<file path="src/io_status_tabler_pkg.sv">
// Contract
// - trace bit in the first word marks a one-word trace entry
// - start-I/O to the tabler cancels the suspended state
// - start-I/O answers code 00 if it resumed, 11 if rejected
// - buffer or table parity error gives external-damage check and data error
// - exigent check reports system and external damage, drops held interrupt
// - control word access exception gives check with control word flag
// - checks wait for machine check mask low; damage mask cannot stop them
// - a machine check suspends the tabler and refuses channel requests
// - fixed grant priority, channel 0 highest, channel 3 lowest
// - on service request hold the processor, copy entry to table
// - each tabled entry except a trace entry requests an interrupt gated by the status mask
// - pending requests are examined again only after a good store or a resuming start-I/O
// - active count drops by one per word, reloads from replacement
// - active address gains four per word, reloads when count hits zero
// - the granted channel must report in time or is reset and flagged
// - errors record channel address and one flag in the service word
package io_status_tabler_pkg;
	localparam int          NUM_CHANNELS  = 4;
	localparam int          ENTRY_WORDS   = 4;
	localparam logic [23:0] CW_BASE       = 24'h00_0010;
	localparam logic [23:0] BUF_BASE      = 24'h00_00B0;
	localparam logic [15:0] WORD_STEP     = 16'h0004;
	// bit 0 of an entry is the word's least significant bit
	localparam int          B_VALID       = 31;
	localparam int          B_CONT        = 30;
	localparam int          B_TRACE       = 29;
	localparam int          ACNT_HI       = 29;
	localparam int          ACNT_LO       = 16;
	localparam int          RCNT_HI       = 13;
	localparam int          RCNT_LO       = 0;
	localparam int          SW_CH_LO      = 8;
	localparam int          F_IWE         = 4;
	localparam int          F_IDE         = 3;
	localparam int          F_CTO         = 2;
	localparam int          F_CBW         = 1;
	localparam int          F_STF         = 0;
	localparam logic [1:0]  CC_RESUMED    = 2'h0;
	localparam logic [1:0]  CC_REJECTED   = 2'h3;
	localparam int          CLK_HZ        = 20_000_000;
	localparam int          TIMEOUT_US    = 4000;
	localparam int          TIMEOUT_CYC   = TIMEOUT_US * (CLK_HZ / 1_000_000);

	typedef enum logic [8:0] {
		S_IDLE = 9'h001,
		S_WAIT = 9'h002,
		S_HOLD = 9'h004,
		S_CWRD = 9'h008,
		S_BRD  = 9'h010,
		S_TCHK = 9'h020,
		S_TWR  = 9'h040,
		S_CWWR = 9'h080,
		S_SUSP = 9'h100
	} tab_state_t;
endpackage

</file>
<file path="src/io_status_tabler.sv">
`timescale 1ns/1ps
module io_status_tabler
	import io_status_tabler_pkg::*;
#(
	parameter int TIMEOUT_CYCLES = TIMEOUT_CYC
) (
	input  wire logic                    CLK,
	input  wire logic                    RST,
	input  wire logic [NUM_CHANNELS-1:0] CHAN_REQ,
	input  wire logic [NUM_CHANNELS-1:0] STATUS_SERVICE_REQUEST,
	input  wire logic [NUM_CHANNELS-1:0] CHAN_BUF_ERR,
	output logic      [NUM_CHANNELS-1:0] GRANT,
	output logic      [NUM_CHANNELS-1:0] SELECTIVE_RESET,
	output logic                         CPU_HOLD,
	input  wire logic                    CPU_HALTED,
	output logic                         MEM_REQ,
	output logic                         MEM_WE,
	output logic      [23:0]             MEM_ADDR,
	output logic      [31:0]             MEM_WDATA,
	input  wire logic                    MEM_ACK,
	input  wire logic [31:0]             MEM_RDATA,
	input  wire logic                    MEM_ADDR_ERR,
	input  wire logic                    MEM_PAR_ERR,
	input  wire logic                    START_IO_INSTR,
	output logic                         START_IO_DONE,
	output logic      [1:0]              START_IO_CC,
	input  wire logic                    PSW_STATUS_MASK,
	output logic                         STATUS_IRQ,
	input  wire logic                    STATUS_IRQ_ACK,
	input  wire logic                    EXIGENT_ERR,
	input  wire logic                    MACHINE_CHECK_MASK,
	output logic                         MC_REQ,
	output logic                         MC_SYSTEM_DAMAGE,
	output logic                         MC_EXTERNAL_DAMAGE,
	output logic                         MC_CW_EXCEPTION,
	input  wire logic                    MC_ACK,
	output logic                         SUSPENDED
);
	localparam int TW = $clog2(TIMEOUT_CYCLES + 1);

	tab_state_t state_r, state_nxt;
	logic [31:0] ent_r [0:ENTRY_WORDS-1];
	logic [31:0] cw0_r, cw0_nxt, cw1_r, cw1_nxt, cw2_r, cw2_nxt, rd_word;
	logic [1:0]  idx_r, idx_nxt, last_r, last_nxt, sel_r, sel_nxt;
	logic [4:0]  flg_r, flg_nxt;
	logic [TW-1:0] tmr_r, tmr_nxt;
	logic [NUM_CHANNELS-1:0] grant_r, grant_nxt, isr_r, isr_nxt, arb_grant;
	logic [1:0]  arb_idx, cc_r, cc_nxt;
	logic        arb_valid, ent_we;
	logic        err_r, err_nxt, susp_r, susp_nxt, hold_r, hold_nxt;
	logic        irq_pend_r, irq_pend_nxt, irq_out_r, done_r, done_nxt;
	logic        mc_pend_r, mc_pend_nxt, mc_out_r, mc_sd_r, mc_sd_nxt;
	logic        mc_ed_r, mc_ed_nxt, mc_cwe_r, mc_cwe_nxt;
	logic        mem_req_r, mem_req_nxt, mem_we_r, mem_we_nxt;
	logic [23:0] mem_addr_r, mem_addr_nxt, tbl_addr;
	logic [31:0] mem_wdata_r, mem_wdata_nxt, cw2_out;
	logic        ack, bad, busy, is_mem, last_word, acnt_zero;
	logic [13:0] acnt_dec;

	status_priority_arbiter #(.N(NUM_CHANNELS)) u_arb (
		.req   (CHAN_REQ),
		.grant (arb_grant),
		.idx   (arb_idx),
		.valid (arb_valid)
	);

	////////////////////////////////////////////////////////////////////////
	assign ack       = MEM_ACK & mem_req_r;
	assign bad       = MEM_ADDR_ERR | MEM_PAR_ERR;
	assign is_mem    = state_r inside {S_CWRD, S_BRD, S_TCHK, S_TWR, S_CWWR};
	assign busy      = is_mem | (state_r == S_HOLD);
	assign tbl_addr  = cw1_r[23:0];
	assign acnt_dec  = cw0_r[ACNT_HI:ACNT_LO] - 14'h0001;
	assign acnt_zero = (acnt_dec == 14'h0000);
	// fourth word, one-word trace entry, or the word whose continuation bit is clear
	assign last_word = (idx_r == 2'(ENTRY_WORDS - 1)) || !MEM_RDATA[B_CONT]
		|| (idx_r == 2'h0 && MEM_RDATA[B_TRACE]);
	assign cw2_out   = err_r ? {cw2_r[31:16], 6'h00, sel_r, 3'h0, flg_r}
		: cw2_r;
	assign rd_word   = (idx_r == 2'h0) ? cw0_r : (idx_r == 2'h1) ? cw1_r : cw2_out;
	assign ent_we    = (state_r == S_BRD) && ack && !bad;

	assign mem_we_nxt    = (state_r == S_TWR) || (state_r == S_CWWR);
	assign mem_addr_nxt  = (state_r == S_BRD) ? {BUF_BASE[23:4], idx_r, 2'h0}
		: (state_r inside {S_TCHK, S_TWR}) ? tbl_addr
		: {CW_BASE[23:4], idx_r, 2'h0};
	assign mem_wdata_nxt = (state_r == S_TWR) ? ent_r[last_r == 2'h0 ? 2'h0 : idx_r]
		: rd_word;

	////////////////////////////////////////////////////////////////////////
	always_comb begin
		state_nxt = state_r;
		{cw0_nxt, cw1_nxt, cw2_nxt} = {cw0_r, cw1_r, cw2_r};
		{idx_nxt, last_nxt, sel_nxt, flg_nxt} = {idx_r, last_r, sel_r, flg_r};
		{tmr_nxt, grant_nxt, isr_nxt} = {tmr_r, grant_r, 4'h0};
		{err_nxt, susp_nxt, hold_nxt} = {err_r, susp_r, hold_r};
		{cc_nxt, done_nxt} = {cc_r, 1'b0};
		irq_pend_nxt = irq_pend_r & ~STATUS_IRQ_ACK;
		mc_pend_nxt  = mc_pend_r & ~MC_ACK;
		{mc_sd_nxt, mc_ed_nxt, mc_cwe_nxt} = {mc_sd_r, mc_ed_r, mc_cwe_r};
		case (state_r)
		S_IDLE: begin
			if (arb_valid) begin
				grant_nxt = arb_grant;
				sel_nxt   = arb_idx;
				tmr_nxt   = '0;
				{err_nxt, flg_nxt} = {1'b0, 5'h00};
				state_nxt = S_WAIT;
			end
		end
		S_WAIT: begin
			tmr_nxt = tmr_r + TW'(1);
			if (|(STATUS_SERVICE_REQUEST & grant_r)) begin
				state_nxt = S_HOLD;
			end else if (|(CHAN_BUF_ERR & grant_r)) begin
				{err_nxt, flg_nxt[F_CBW], state_nxt} = {2'b11, S_HOLD};
			end else if (tmr_r == TW'(TIMEOUT_CYCLES - 1)) begin
				isr_nxt = grant_r;
				{err_nxt, flg_nxt[F_CTO], state_nxt} = {2'b11, S_HOLD};
			end
			if (state_nxt == S_HOLD) begin
				{grant_nxt, hold_nxt} = {4'h0, 1'b1};
			end
		end
		S_HOLD: begin
			if (CPU_HALTED) begin
				{idx_nxt, state_nxt} = {2'h0, S_CWRD};
			end
		end
		S_CWRD, S_CWWR: begin
			if (ack && bad) begin
				// control word lost: report it, no write-back possible
				{mc_pend_nxt, mc_ed_nxt, mc_cwe_nxt} = 3'b111;
				{err_nxt, irq_pend_nxt} = 2'b11;
				{susp_nxt, hold_nxt, state_nxt} = {2'b10, S_SUSP};
			end else if (ack && state_r == S_CWRD) begin
				idx_nxt = idx_r + 2'h1;
				case (idx_r)
				2'h0: cw0_nxt = MEM_RDATA;
				2'h1: cw1_nxt = MEM_RDATA;
				default: begin
					cw2_nxt = MEM_RDATA;
					idx_nxt = 2'h0;
					state_nxt = S_BRD;
					if (cw1_r[1:0] != 2'h0) begin
						{err_nxt, flg_nxt[F_IWE]} = 2'b11;
					end
					if (err_r || cw1_r[1:0] != 2'h0) begin
						state_nxt = S_CWWR;
					end
				end
				endcase
			end else if (ack) begin
				idx_nxt = idx_r + 2'h1;
				if (idx_r == 2'h2) begin
					{hold_nxt, idx_nxt} = {1'b0, 2'h0};
					// trace entries are logged without an interrupt
					irq_pend_nxt = irq_pend_nxt | err_r
						| !ent_r[0][B_TRACE];
					susp_nxt  = err_r;
					state_nxt = err_r ? S_SUSP : S_IDLE;
				end
			end
		end
		S_BRD, S_TCHK, S_TWR: begin
			if (ack && bad) begin
				{err_nxt, idx_nxt, state_nxt} = {1'b1, 2'h0, S_CWWR};
				flg_nxt[F_IWE] = MEM_ADDR_ERR;
				if (MEM_PAR_ERR && !MEM_ADDR_ERR) begin
					flg_nxt[F_IDE] = 1'b1;
					{mc_pend_nxt, mc_ed_nxt} = 2'b11;
				end
			end else if (ack && state_r == S_BRD) begin
				idx_nxt = idx_r + 2'h1;
				if (last_word) begin
					{last_nxt, idx_nxt, state_nxt} = {idx_r, 2'h0, S_TCHK};
				end
			end else if (ack && state_r == S_TCHK) begin
				// slot still unprocessed by software: table is full
				state_nxt = MEM_RDATA[B_VALID] ? S_TWR : S_CWWR;
				if (!MEM_RDATA[B_VALID]) begin
					{err_nxt, flg_nxt[F_STF], idx_nxt} = {2'b11, 2'h0};
				end
			end else if (ack) begin
				cw0_nxt[ACNT_HI:ACNT_LO] = acnt_zero
					? cw0_r[RCNT_HI:RCNT_LO] : acnt_dec;
				cw1_nxt[15:0] = acnt_zero ? cw2_r[31:16]
					: cw1_r[15:0] + WORD_STEP;
				idx_nxt   = (idx_r == last_r) ? 2'h0 : idx_r + 2'h1;
				state_nxt = (idx_r == last_r) ? S_CWWR : S_TCHK;
			end
		end
		S_SUSP: begin
			grant_nxt = 4'h0;
		end
		default: state_nxt = S_IDLE;
		endcase
		if (EXIGENT_ERR && busy) begin
			{mc_pend_nxt, mc_sd_nxt, mc_ed_nxt} = 3'b111;
			irq_pend_nxt = 1'b0;
			{susp_nxt, hold_nxt, state_nxt} = {2'b10, S_SUSP};
		end
		if (START_IO_INSTR) begin
			done_nxt = 1'b1;
			cc_nxt   = susp_r ? CC_RESUMED : CC_REJECTED;
			if (susp_r) begin
				{susp_nxt, state_nxt} = {1'b0, S_IDLE};
			end
		end
		mem_req_nxt = is_mem && (state_nxt == state_r || !ack) && !MEM_ACK
			&& state_nxt != S_SUSP;
	end

	////////////////////////////////////////////////////////////////////////
	always_ff @(posedge CLK) begin
		if (ent_we) begin
			ent_r[idx_r] <= MEM_RDATA;
		end
	end

	always_ff @(posedge CLK) begin
		if (RST) begin
			state_r <= S_IDLE;
			{cw0_r, cw1_r, cw2_r} <= '0;
			{idx_r, last_r, sel_r, flg_r, tmr_r} <= '0;
			{grant_r, isr_r, cc_r, done_r} <= '0;
			{err_r, susp_r, hold_r, irq_pend_r, irq_out_r} <= '0;
			{mc_pend_r, mc_out_r, mc_sd_r, mc_ed_r, mc_cwe_r} <= '0;
			{mem_req_r, mem_we_r, mem_addr_r, mem_wdata_r} <= '0;
		end else begin
			state_r <= state_nxt;
			{cw0_r, cw1_r, cw2_r} <= {cw0_nxt, cw1_nxt, cw2_nxt};
			{idx_r, last_r, sel_r, flg_r} <= {idx_nxt, last_nxt, sel_nxt, flg_nxt};
			{tmr_r, grant_r, isr_r} <= {tmr_nxt, grant_nxt, isr_nxt};
			{cc_r, done_r} <= {cc_nxt, done_nxt};
			{err_r, susp_r, hold_r} <= {err_nxt, susp_nxt, hold_nxt};
			irq_pend_r <= irq_pend_nxt;
			irq_out_r  <= irq_pend_nxt & PSW_STATUS_MASK;
			mc_pend_r  <= mc_pend_nxt;
			mc_out_r   <= mc_pend_nxt & ~MACHINE_CHECK_MASK;
			{mc_sd_r, mc_ed_r, mc_cwe_r} <= {mc_sd_nxt, mc_ed_nxt, mc_cwe_nxt};
			{mem_req_r, mem_we_r} <= {mem_req_nxt, mem_we_nxt};
			{mem_addr_r, mem_wdata_r} <= {mem_addr_nxt, mem_wdata_nxt};
		end
	end

	assign GRANT              = grant_r;
	assign SELECTIVE_RESET    = isr_r;
	assign CPU_HOLD           = hold_r;
	assign MEM_REQ            = mem_req_r;
	assign MEM_WE             = mem_we_r;
	assign MEM_ADDR           = mem_addr_r;
	assign MEM_WDATA          = mem_wdata_r;
	assign START_IO_DONE      = done_r;
	assign START_IO_CC        = cc_r;
	assign STATUS_IRQ         = irq_out_r;
	assign MC_REQ             = mc_out_r;
	assign MC_SYSTEM_DAMAGE   = mc_sd_r;
	assign MC_EXTERNAL_DAMAGE = mc_ed_r;
	assign MC_CW_EXCEPTION    = mc_cwe_r;
	assign SUSPENDED          = susp_r;
endmodule

</file>
<file path="src/status_priority_arbiter.sv">
`timescale 1ns/1ps
module status_priority_arbiter
	import io_status_tabler_pkg::*;
#(
	parameter int N = NUM_CHANNELS
) (
	input  wire logic [N-1:0]         req,
	output logic      [N-1:0]         grant,
	output logic      [$clog2(N)-1:0] idx,
	output logic                      valid
);
	// lowest index wins; fixed order keeps channel 0 from ever starving
	function automatic logic [$clog2(N)-1:0] first_set(input logic [N-1:0] v);
		logic [$clog2(N)-1:0] r;
		r = '0;
		for (int i = N - 1; i >= 0; i--) begin
			if (v[i]) begin
				r = ($clog2(N))'(i);
			end
		end
		return r;
	endfunction

	assign valid = |req;
	assign idx   = first_set(req);
	assign grant = valid ? (N'(1) << idx) : '0;
endmodule

</file>
<file path="config.mk">
export PLATFORM = sky130hd
export DESIGN_NAME = io_status_tabler
export DESIGN_NICKNAME = d
export VERILOG_FILES = /design/src/io_status_tabler_pkg.sv /design/src/io_status_tabler.sv /design/src/status_priority_arbiter.sv
export SDC_FILE = /design/constraint.sdc
export NUM_CORES = 1
export LEC_CHECK = 0
export CORE_ASPECT_RATIO = 0.75
export CORE_MARGIN = 5
export CORE_UTILIZATION = 30
export CTS_CLUSTER_DIAMETER = 100
export DETAILED_ROUTE_END_ITERATION = 16
export DONT_BUFFER_PORTS = 1
export RECOVER_POWER = 100
export SYNTH_ARGS = -nofsm -noshare
export SYNTH_HDL_FRONTEND = slang
export SYNTH_SLANG_ARGS = --single-unit
</file>
<file path="constraint.sdc">
create_clock -name CLK -period 7.65 [get_ports CLK]
set_input_delay 0.3825 -clock CLK [delete_from_list [all_inputs] [get_ports CLK]]
set_output_delay 0.3825 -clock CLK [all_outputs]
set_load 0.02 [all_outputs]
</file>
## Yosys cells after proc, flatten, opt, wreduce, memory -nomap -nowiden

Memories as Yosys holds them, arrays and structs flattened.
Cells that the tools add are included.

| storage, ports and cells | value |
|---|---|
| register bits after elaboration | 212 |
| RAM bits | 128 |
| output and inout bits | 76 |
| logic and storage cells | 308 |
| memories | 1 |

| cells by class | value |
|---|---|
| add/sub/neg operators | 4 |
| equal/unequal tests | 54 |
| shift-type cells | 1 |
| muxes and demuxes | 130 |
| bitwise gates (word level) | 19 |
| reduce and logical (&&, ||, !) cells | 65 |

Memories:

| name | words | bits a word | read ports | clocked after Yosys merged registers in | write ports | RTL line | source |
|---|---|---|---|---|---|---|---|
| ent_r | 4 | 32 | 2 | 0 | 1 | io_status_tabler.sv:42 | `logic [31:0] ent_r [0:ENTRY_WORDS-1];` |

Operators with widths:

| operator | count |
|---|---|
| 2-to-1 mux 9 bit | 20 |
| 2-to-1 mux 16 bit | 9 |
| 2-to-1 mux 32 bit | 3 |
| 2-to-1 mux 30 bit | 3 |
| 2-to-1 mux 14 bit | 5 |
| one-hot mux 9 bit (6 select lines) | 1 |
| 2-to-1 mux 1 bit | 46 |
| 2-to-1 mux 2 bit | 21 |
| != test 2 bit, second input constant | 21 |
| != test 3 bit, second input constant | 14 |
| 2-to-1 mux 8 bit | 5 |
| one-hot mux 17 bit (2 select lines) | 1 |
| one-hot mux 16 bit (2 select lines) | 1 |
| one-hot mux 14 bit (2 select lines) | 1 |
| AND reduction 4 bit | 7 |
| equality test 9 x 3 -> 1 bit, second input constant | 2 |
| adder 17 x 1 -> 17 bit, second input constant | 1 |
| equality test 17 bit, second input constant | 1 |
| 2-to-1 mux 17 bit | 1 |
| adder 16 x 3 -> 16 bit, second input constant | 1 |
| AND reduction 8 bit | 2 |
| zero test 14 bit | 1 |
| subtractor 14 x 1 -> 14 bit, second input constant | 1 |
| one-hot mux 4 bit (3 select lines) | 1 |
| 45 further kinds | 104 |

## Depth between registers and ports, before layout

| logic depth | value |
|---|---|
| word-level depth | 15 |
| gate-level depth with buffers | 11 |

## By module

From an unflattened synthesis, not the netlist that was laid out.

| unflattened totals | value |
|---|---|
| cells, all modules | 1,620 |
| area total of the unflattened synthesis | 15,188.3 um^2 |

Modules (own cells, without submodules):

| module | times used | cells each | area an instance (um^2) |
|---|---|---|---|
| io_status_tabler | 1 | 1,609 | 15,138.3 |
| status_priority_arbiter | 1 | 11 | 50.0 |

## Worst setup path after synthesis

Ideal clock, no wire load.

| timing path | value |
|---|---|
| path type | reg2reg |
| from | register idx_r[1] |
| to | memory ent_r[0][0], enable pin |
| data arrival time | 2,318 ps |
| data required time | 7,258 ps |
| setup slack | 4,940 ps |
| cell stages (with the launch flop) | 8 |
| path buffers | 4 |
| clock period less this slack | 2,710 ps |
| cell sequence | dfxtp_1 clkbuf_1 inv_1 ha_1 clkbuf_1 clkbuf_1 clkbuf_1 and2_1 |

RTL lines:

| what | RTL line | source |
|---|---|---|
| start: declaration | io_status_tabler.sv:44 | `logic [1:0] idx_r, idx_nxt, last_r, last_nxt, sel_r, sel_nxt;` |
| start signal: assignment | io_status_tabler.sv:233 | `{idx_r, last_r, sel_r, flg_r} <= {idx_nxt, last_nxt, sel_nxt, flg_nxt};` |
| end: declaration | io_status_tabler.sv:42 |  |

No word-level cell before the write port.

## Worst setup path after layout

| timing path | value |
|---|---|
| from | register idx_r[0] |
| to | register cw2_r[23] |

| between the ends | value |
|---|---|
| longest elaborated chain between the ends | 4 |
| elaborated cells on any way between the ends | 5 |

Ends and longest elaborated chain:

| what | RTL line | source |
|---|---|---|
| equality test 2 x 1 -> 1 bit / zero test 2 bit (equally long branches) | io_status_tabler.sv:138 | `case (idx_r)` |
| OR reduction 2 bit (no source line) (*) | - |  |
| NOT 1 bit (no source line) (*) | - |  |
| AND reduction 4 bit (no source line) (*) | - |  |
| end signal: assignment | io_status_tabler.sv:232 | `{cw0_r, cw1_r, cw2_r} <= {cw0_nxt, cw1_nxt, cw2_nxt};` |
| end: declaration | io_status_tabler.sv:43 | `logic [31:0] cw0_r, cw0_nxt, cw1_r, cw1_nxt, cw2_r, cw2_nxt, rd_word;` |

Mark *: on every way between the ends. The rest lies on a longest branch, timed or not.
A chain may end at the register's enable or synchronous reset.

==> flow_metrics.py <==
metrics = {
    "finish": {
        "drive_gt1_share_pct": 5.33,
        "design_area_um2": 16800,
        "fillers": 4908,
        "fin_cells": 2212,
        "synthToLayoutAreaGrowth_pct": 14.2,
        "multiInputGateArea_um2": 6060,
        "fin_nets": 1594,
        "finish.utilization_pct": 34.5,
        "regArea_um2": 8070,
    },
    "timing": {
        "finClkSkew_ps": 15.1,
        "period_needed_ps": 4910,
        "rsz0062_at_grt": "false",
        "fmax_mhz": 204,
        "relSlewSlack_pct": -98.4,
        "slew_violations": 132,
        "fin_ws_ps": 2740,
        "final.setup.tns_ps": 0,
        "holdWs_ps": 52.3,
        "setup_viol": 0,
        "hold_violations": 0,
        "fin_crit_sh_pct": 64.1,
        "tightest_slew_ps": 2980,
    },
    "routing": {
        "drt-initial-drc-count": 1347,
        "drt-total-wl_um": 48200,
        "first_pass_iters": 6,
        "antenna_left": 0,
        "vias_per_cell": 5.34,
        "remaining_drc_errors": 0,
        "vias": 11800,
        "avgRoutedWirePerCell_um": 21.8,
    },
    "clock_network": {
        "cts_resized": 0,
        "cts_tree": "built",
        "cts.htree.levels": 2,
        "clockRootBuffer": "clkbuf_16",
        "insertion_delay_ps": 540,
        "clk_path_buf_depth": 3,
        "clk_pin_slew_ps": 60,
        "cts_num_sinks": 339,
        "cts_buffers": 37,
    },
    "worst_setup_path": {
        "crit_family": "buffers and inverters",
        "critPathSlowestCell": "clkbuf_1",
        "end_kind": "flip-flop",
        "slowest_delay_ps": 2100,
        "cp_max_fo": 72,
        "crit_type": "flip-flop to flip-flop",
        "critPathArrivalTime_ps": 5370,
        "start_kind": "flip-flop",
        "cp_data_required_time_ps": 8110,
        "worst-path-buf-inv": 3,
        "path_cells": "inv_1, ha_1, clkbuf_1, nor2_1, nand2_1, clkbuf_1, nand2_1, a21oi_1",
    },
    "pwr": {
        "combPwrFrac_pct": 4.5,
        "swShare_pct": 22.6,
        "p_clk_share_pct": 46.9,
        "net-switching-power_uw": 890,
        "powerDensity_nw_per_um2": 235,
        "leakage_nw": 5.33,
        "seq_power_share_pct": 48.5,
        "power_mw": 3.94,
        "internal_power_mw": 3.05,
        "ir_drop_mv": 0.130,
    },
    "grt": {
        "grt.overflow.total": 0,
        "grt_pass1_vias": 11200,
        "grt_max_degree": 131,
        "grt_pass1_wl_um": 72800,
        "antenna_found_initial": 7,
        "grt_use_total_pct": 17.4,
    },
    "placement": {
        "postPlaceCellArea_um2": 15200,
        "place_ws_ps": 4100,
        "finalWeightedCongestion": 0.966,
        "place.port_buffers": 0,
        "post-dp-hpwl_um": 31500,
        "dp.cells": 2100,
    },
    "die": {
        "fp.dieW_um": 265,
        "initial_core_util_pct": 30.2,
        "core_um2": 48600,
        "fp.dieH_um": 202,
        "boundaryPins": 132,
        "die_area_um2": 53500,
        "rows": 70,
    },
    "hold_path": {
        "holdCritPathClass": "input port to flip-flop",
    },
    "yosys": {
        "ys.flop_type": "dfxtp_1",
        "synth.area.top_cells": "dfxtp_1 (29%), edfxtp_1 (26%), nand2_1 (7.0%), a21oi_1 (5.7%), mux2i_1 (3.0%)",
        "ys_seq_elements": 339,
        "seq_area_frac_synth_pct": 55.0,
        "yosysTopAreaCellShare_pct": 28.8,
        "syn_inst": 1545,
        "synth_top_area_cell": "dfxtp_1",
        "synth_edf_count": 128,
        "synth_area_um2": 14700,
        "async_flop_share_pct": 0,
        "synth_cell_types": 76,
        "yosysWarnings": 0,
        "synth_fp_nets": 1610,
        "synth_area_per_cell_um2": 9.50,
    },
    "run": {
        "maxCapViolCount": 3,
    },
    "outcome": {
        "status": "complete, but fails checks",
        "violations": "max-capacitance violations, max-slew violations",
    },
}
power by group through the flow:
stage	Sequential [mW]	Clock [mW]	Combinational, mW
2_1_floorplan	1.93	0	0.128
3_3_place_gp	1.95	0	0.138
3_5_place_dp	1.95	0	0.140
4_1_cts	1.91	1.89	0.186
5_1_grt	1.92	1.97	0.195
6_report	1.91	1.85	0.179
placed cells by master, fill, tap and decap left out, types with 12 or more instances in the layout:
cell type,synthesis,final
nand2_1,275,275
dfxtp_1,211,211
a21oi_1,167,167
edfxtp_1,128,128
nor2_1,111,111
o21ai_0,65,66
mux2i_1,44,44
clkbuf_16,0,37
dlygate4sd3_1,0,37
nand3_1,36,36
a311oi_1,34,34
o22ai_1,32,32
nor3_1,27,28
and2_0,0,23
xnor2_1,22,22
inv_1,20,20
clkbuf_1,93,20
xor2_1,14,14
a31oi_1,14,14
a22oi_1,13,13
o221ai_1,13,13
nor4_1,10,12
nand4_1,12,12
and2_1,35,12
cell families after synthesis:
kind of cell,count (synthesis),share of synthesized area [%]
and+or+nand+nor,590,18.9
muxes,45,3.08
DFF,339,55.0
adders and majority gates,9,0.767
buffers and inverters,130,3.53
AOI/OAI and AO/OA,396,16.6
xor gates and xnor gates,36,2.15
state kept, by name, indices dropped and copies added (netlist names), 5 cells and up:
register	count
cw2_r	32
flg_r	5
MEM_WDATA	32
state_r	9
cw1_r	32
cw0_r	32
MEM_ADDR	24
tmr_r	17
ent_r	128
final cells by class:
cell class,count,area share [%]
timing repair buffer,54,2.96
sequential,339,48.1
multi-input combinational,1076,36.2
clock buffer,52,5.92
inverter,21,0.470
clock inverter,15,1.43
antenna,7,0.104
tap,648,4.84
what timing repair did:
item,4_1_cts,5_1_grt
hold endpoints to repair,264,0
buffers inserted,0,0
hold buffers,38,0
worst reg2reg max path, stage by stage, from the launching register on:
cell and delay, ps:
dfxtp_1 390, inv_1 190, ha_1 200, clkbuf_1 2100, nor2_1 200, nand2_1 740
clkbuf_1 720, nand2_1 150, a21oi_1 140
path summary, 6_finish.rpt:
check        slack [ps]        end  depth (start not counted)   startpoint
max                2740  cw2_r[23]                          8     idx_r[0]
min                  50    MEM_REQ                          2  EXIGENT_ERR
max reg2reg        2740  cw2_r[23]                          8     idx_r[0]
min reg2reg         450  cw2_r[10]                          2    cw2_r[10]
cells in the mapped netlist, types with 3 or more instances:
cell,count
and2_1,35
or2_2,6
a21o_1,3
and3_1,8
o21ai_1,3
xor2_1,14
o21ai_0,65
a311oi_1,34
nor4b_1,5
ha_1,9
inv_1,20
buf_1,4
nand3b_1,4
a21oi_1,167
o31ai_1,3
nor3_1,27
nand2b_1,8
nor4_1,10
a211oi_1,10
nand4_1,12
nor4bb_1,4
nand3_1,36
o21a_1,7
nor2_1,111
nor2b_1,6
o221ai_1,13
dfxtp_1,211
or4_1,3
mux2i_1,44
edfxtp_1,128
and4_1,3
or3_1,9
nand2_1,275
a41oi_1,4
a31oi_1,14
clkbuf_1,93
o22ai_1,32
nor3b_1,11
a221oi_1,7
xnor2_1,22
buf_2,9
a22oi_1,13
per-layer routing:
metal  share of wire (%)  GRT usage, %
met1                  47          26.1
met2                  42          24.9
met3                 8.8          4.67
met4                 2.4          4.54
met5               0.087             0
(Power assumes the default switching activity.)
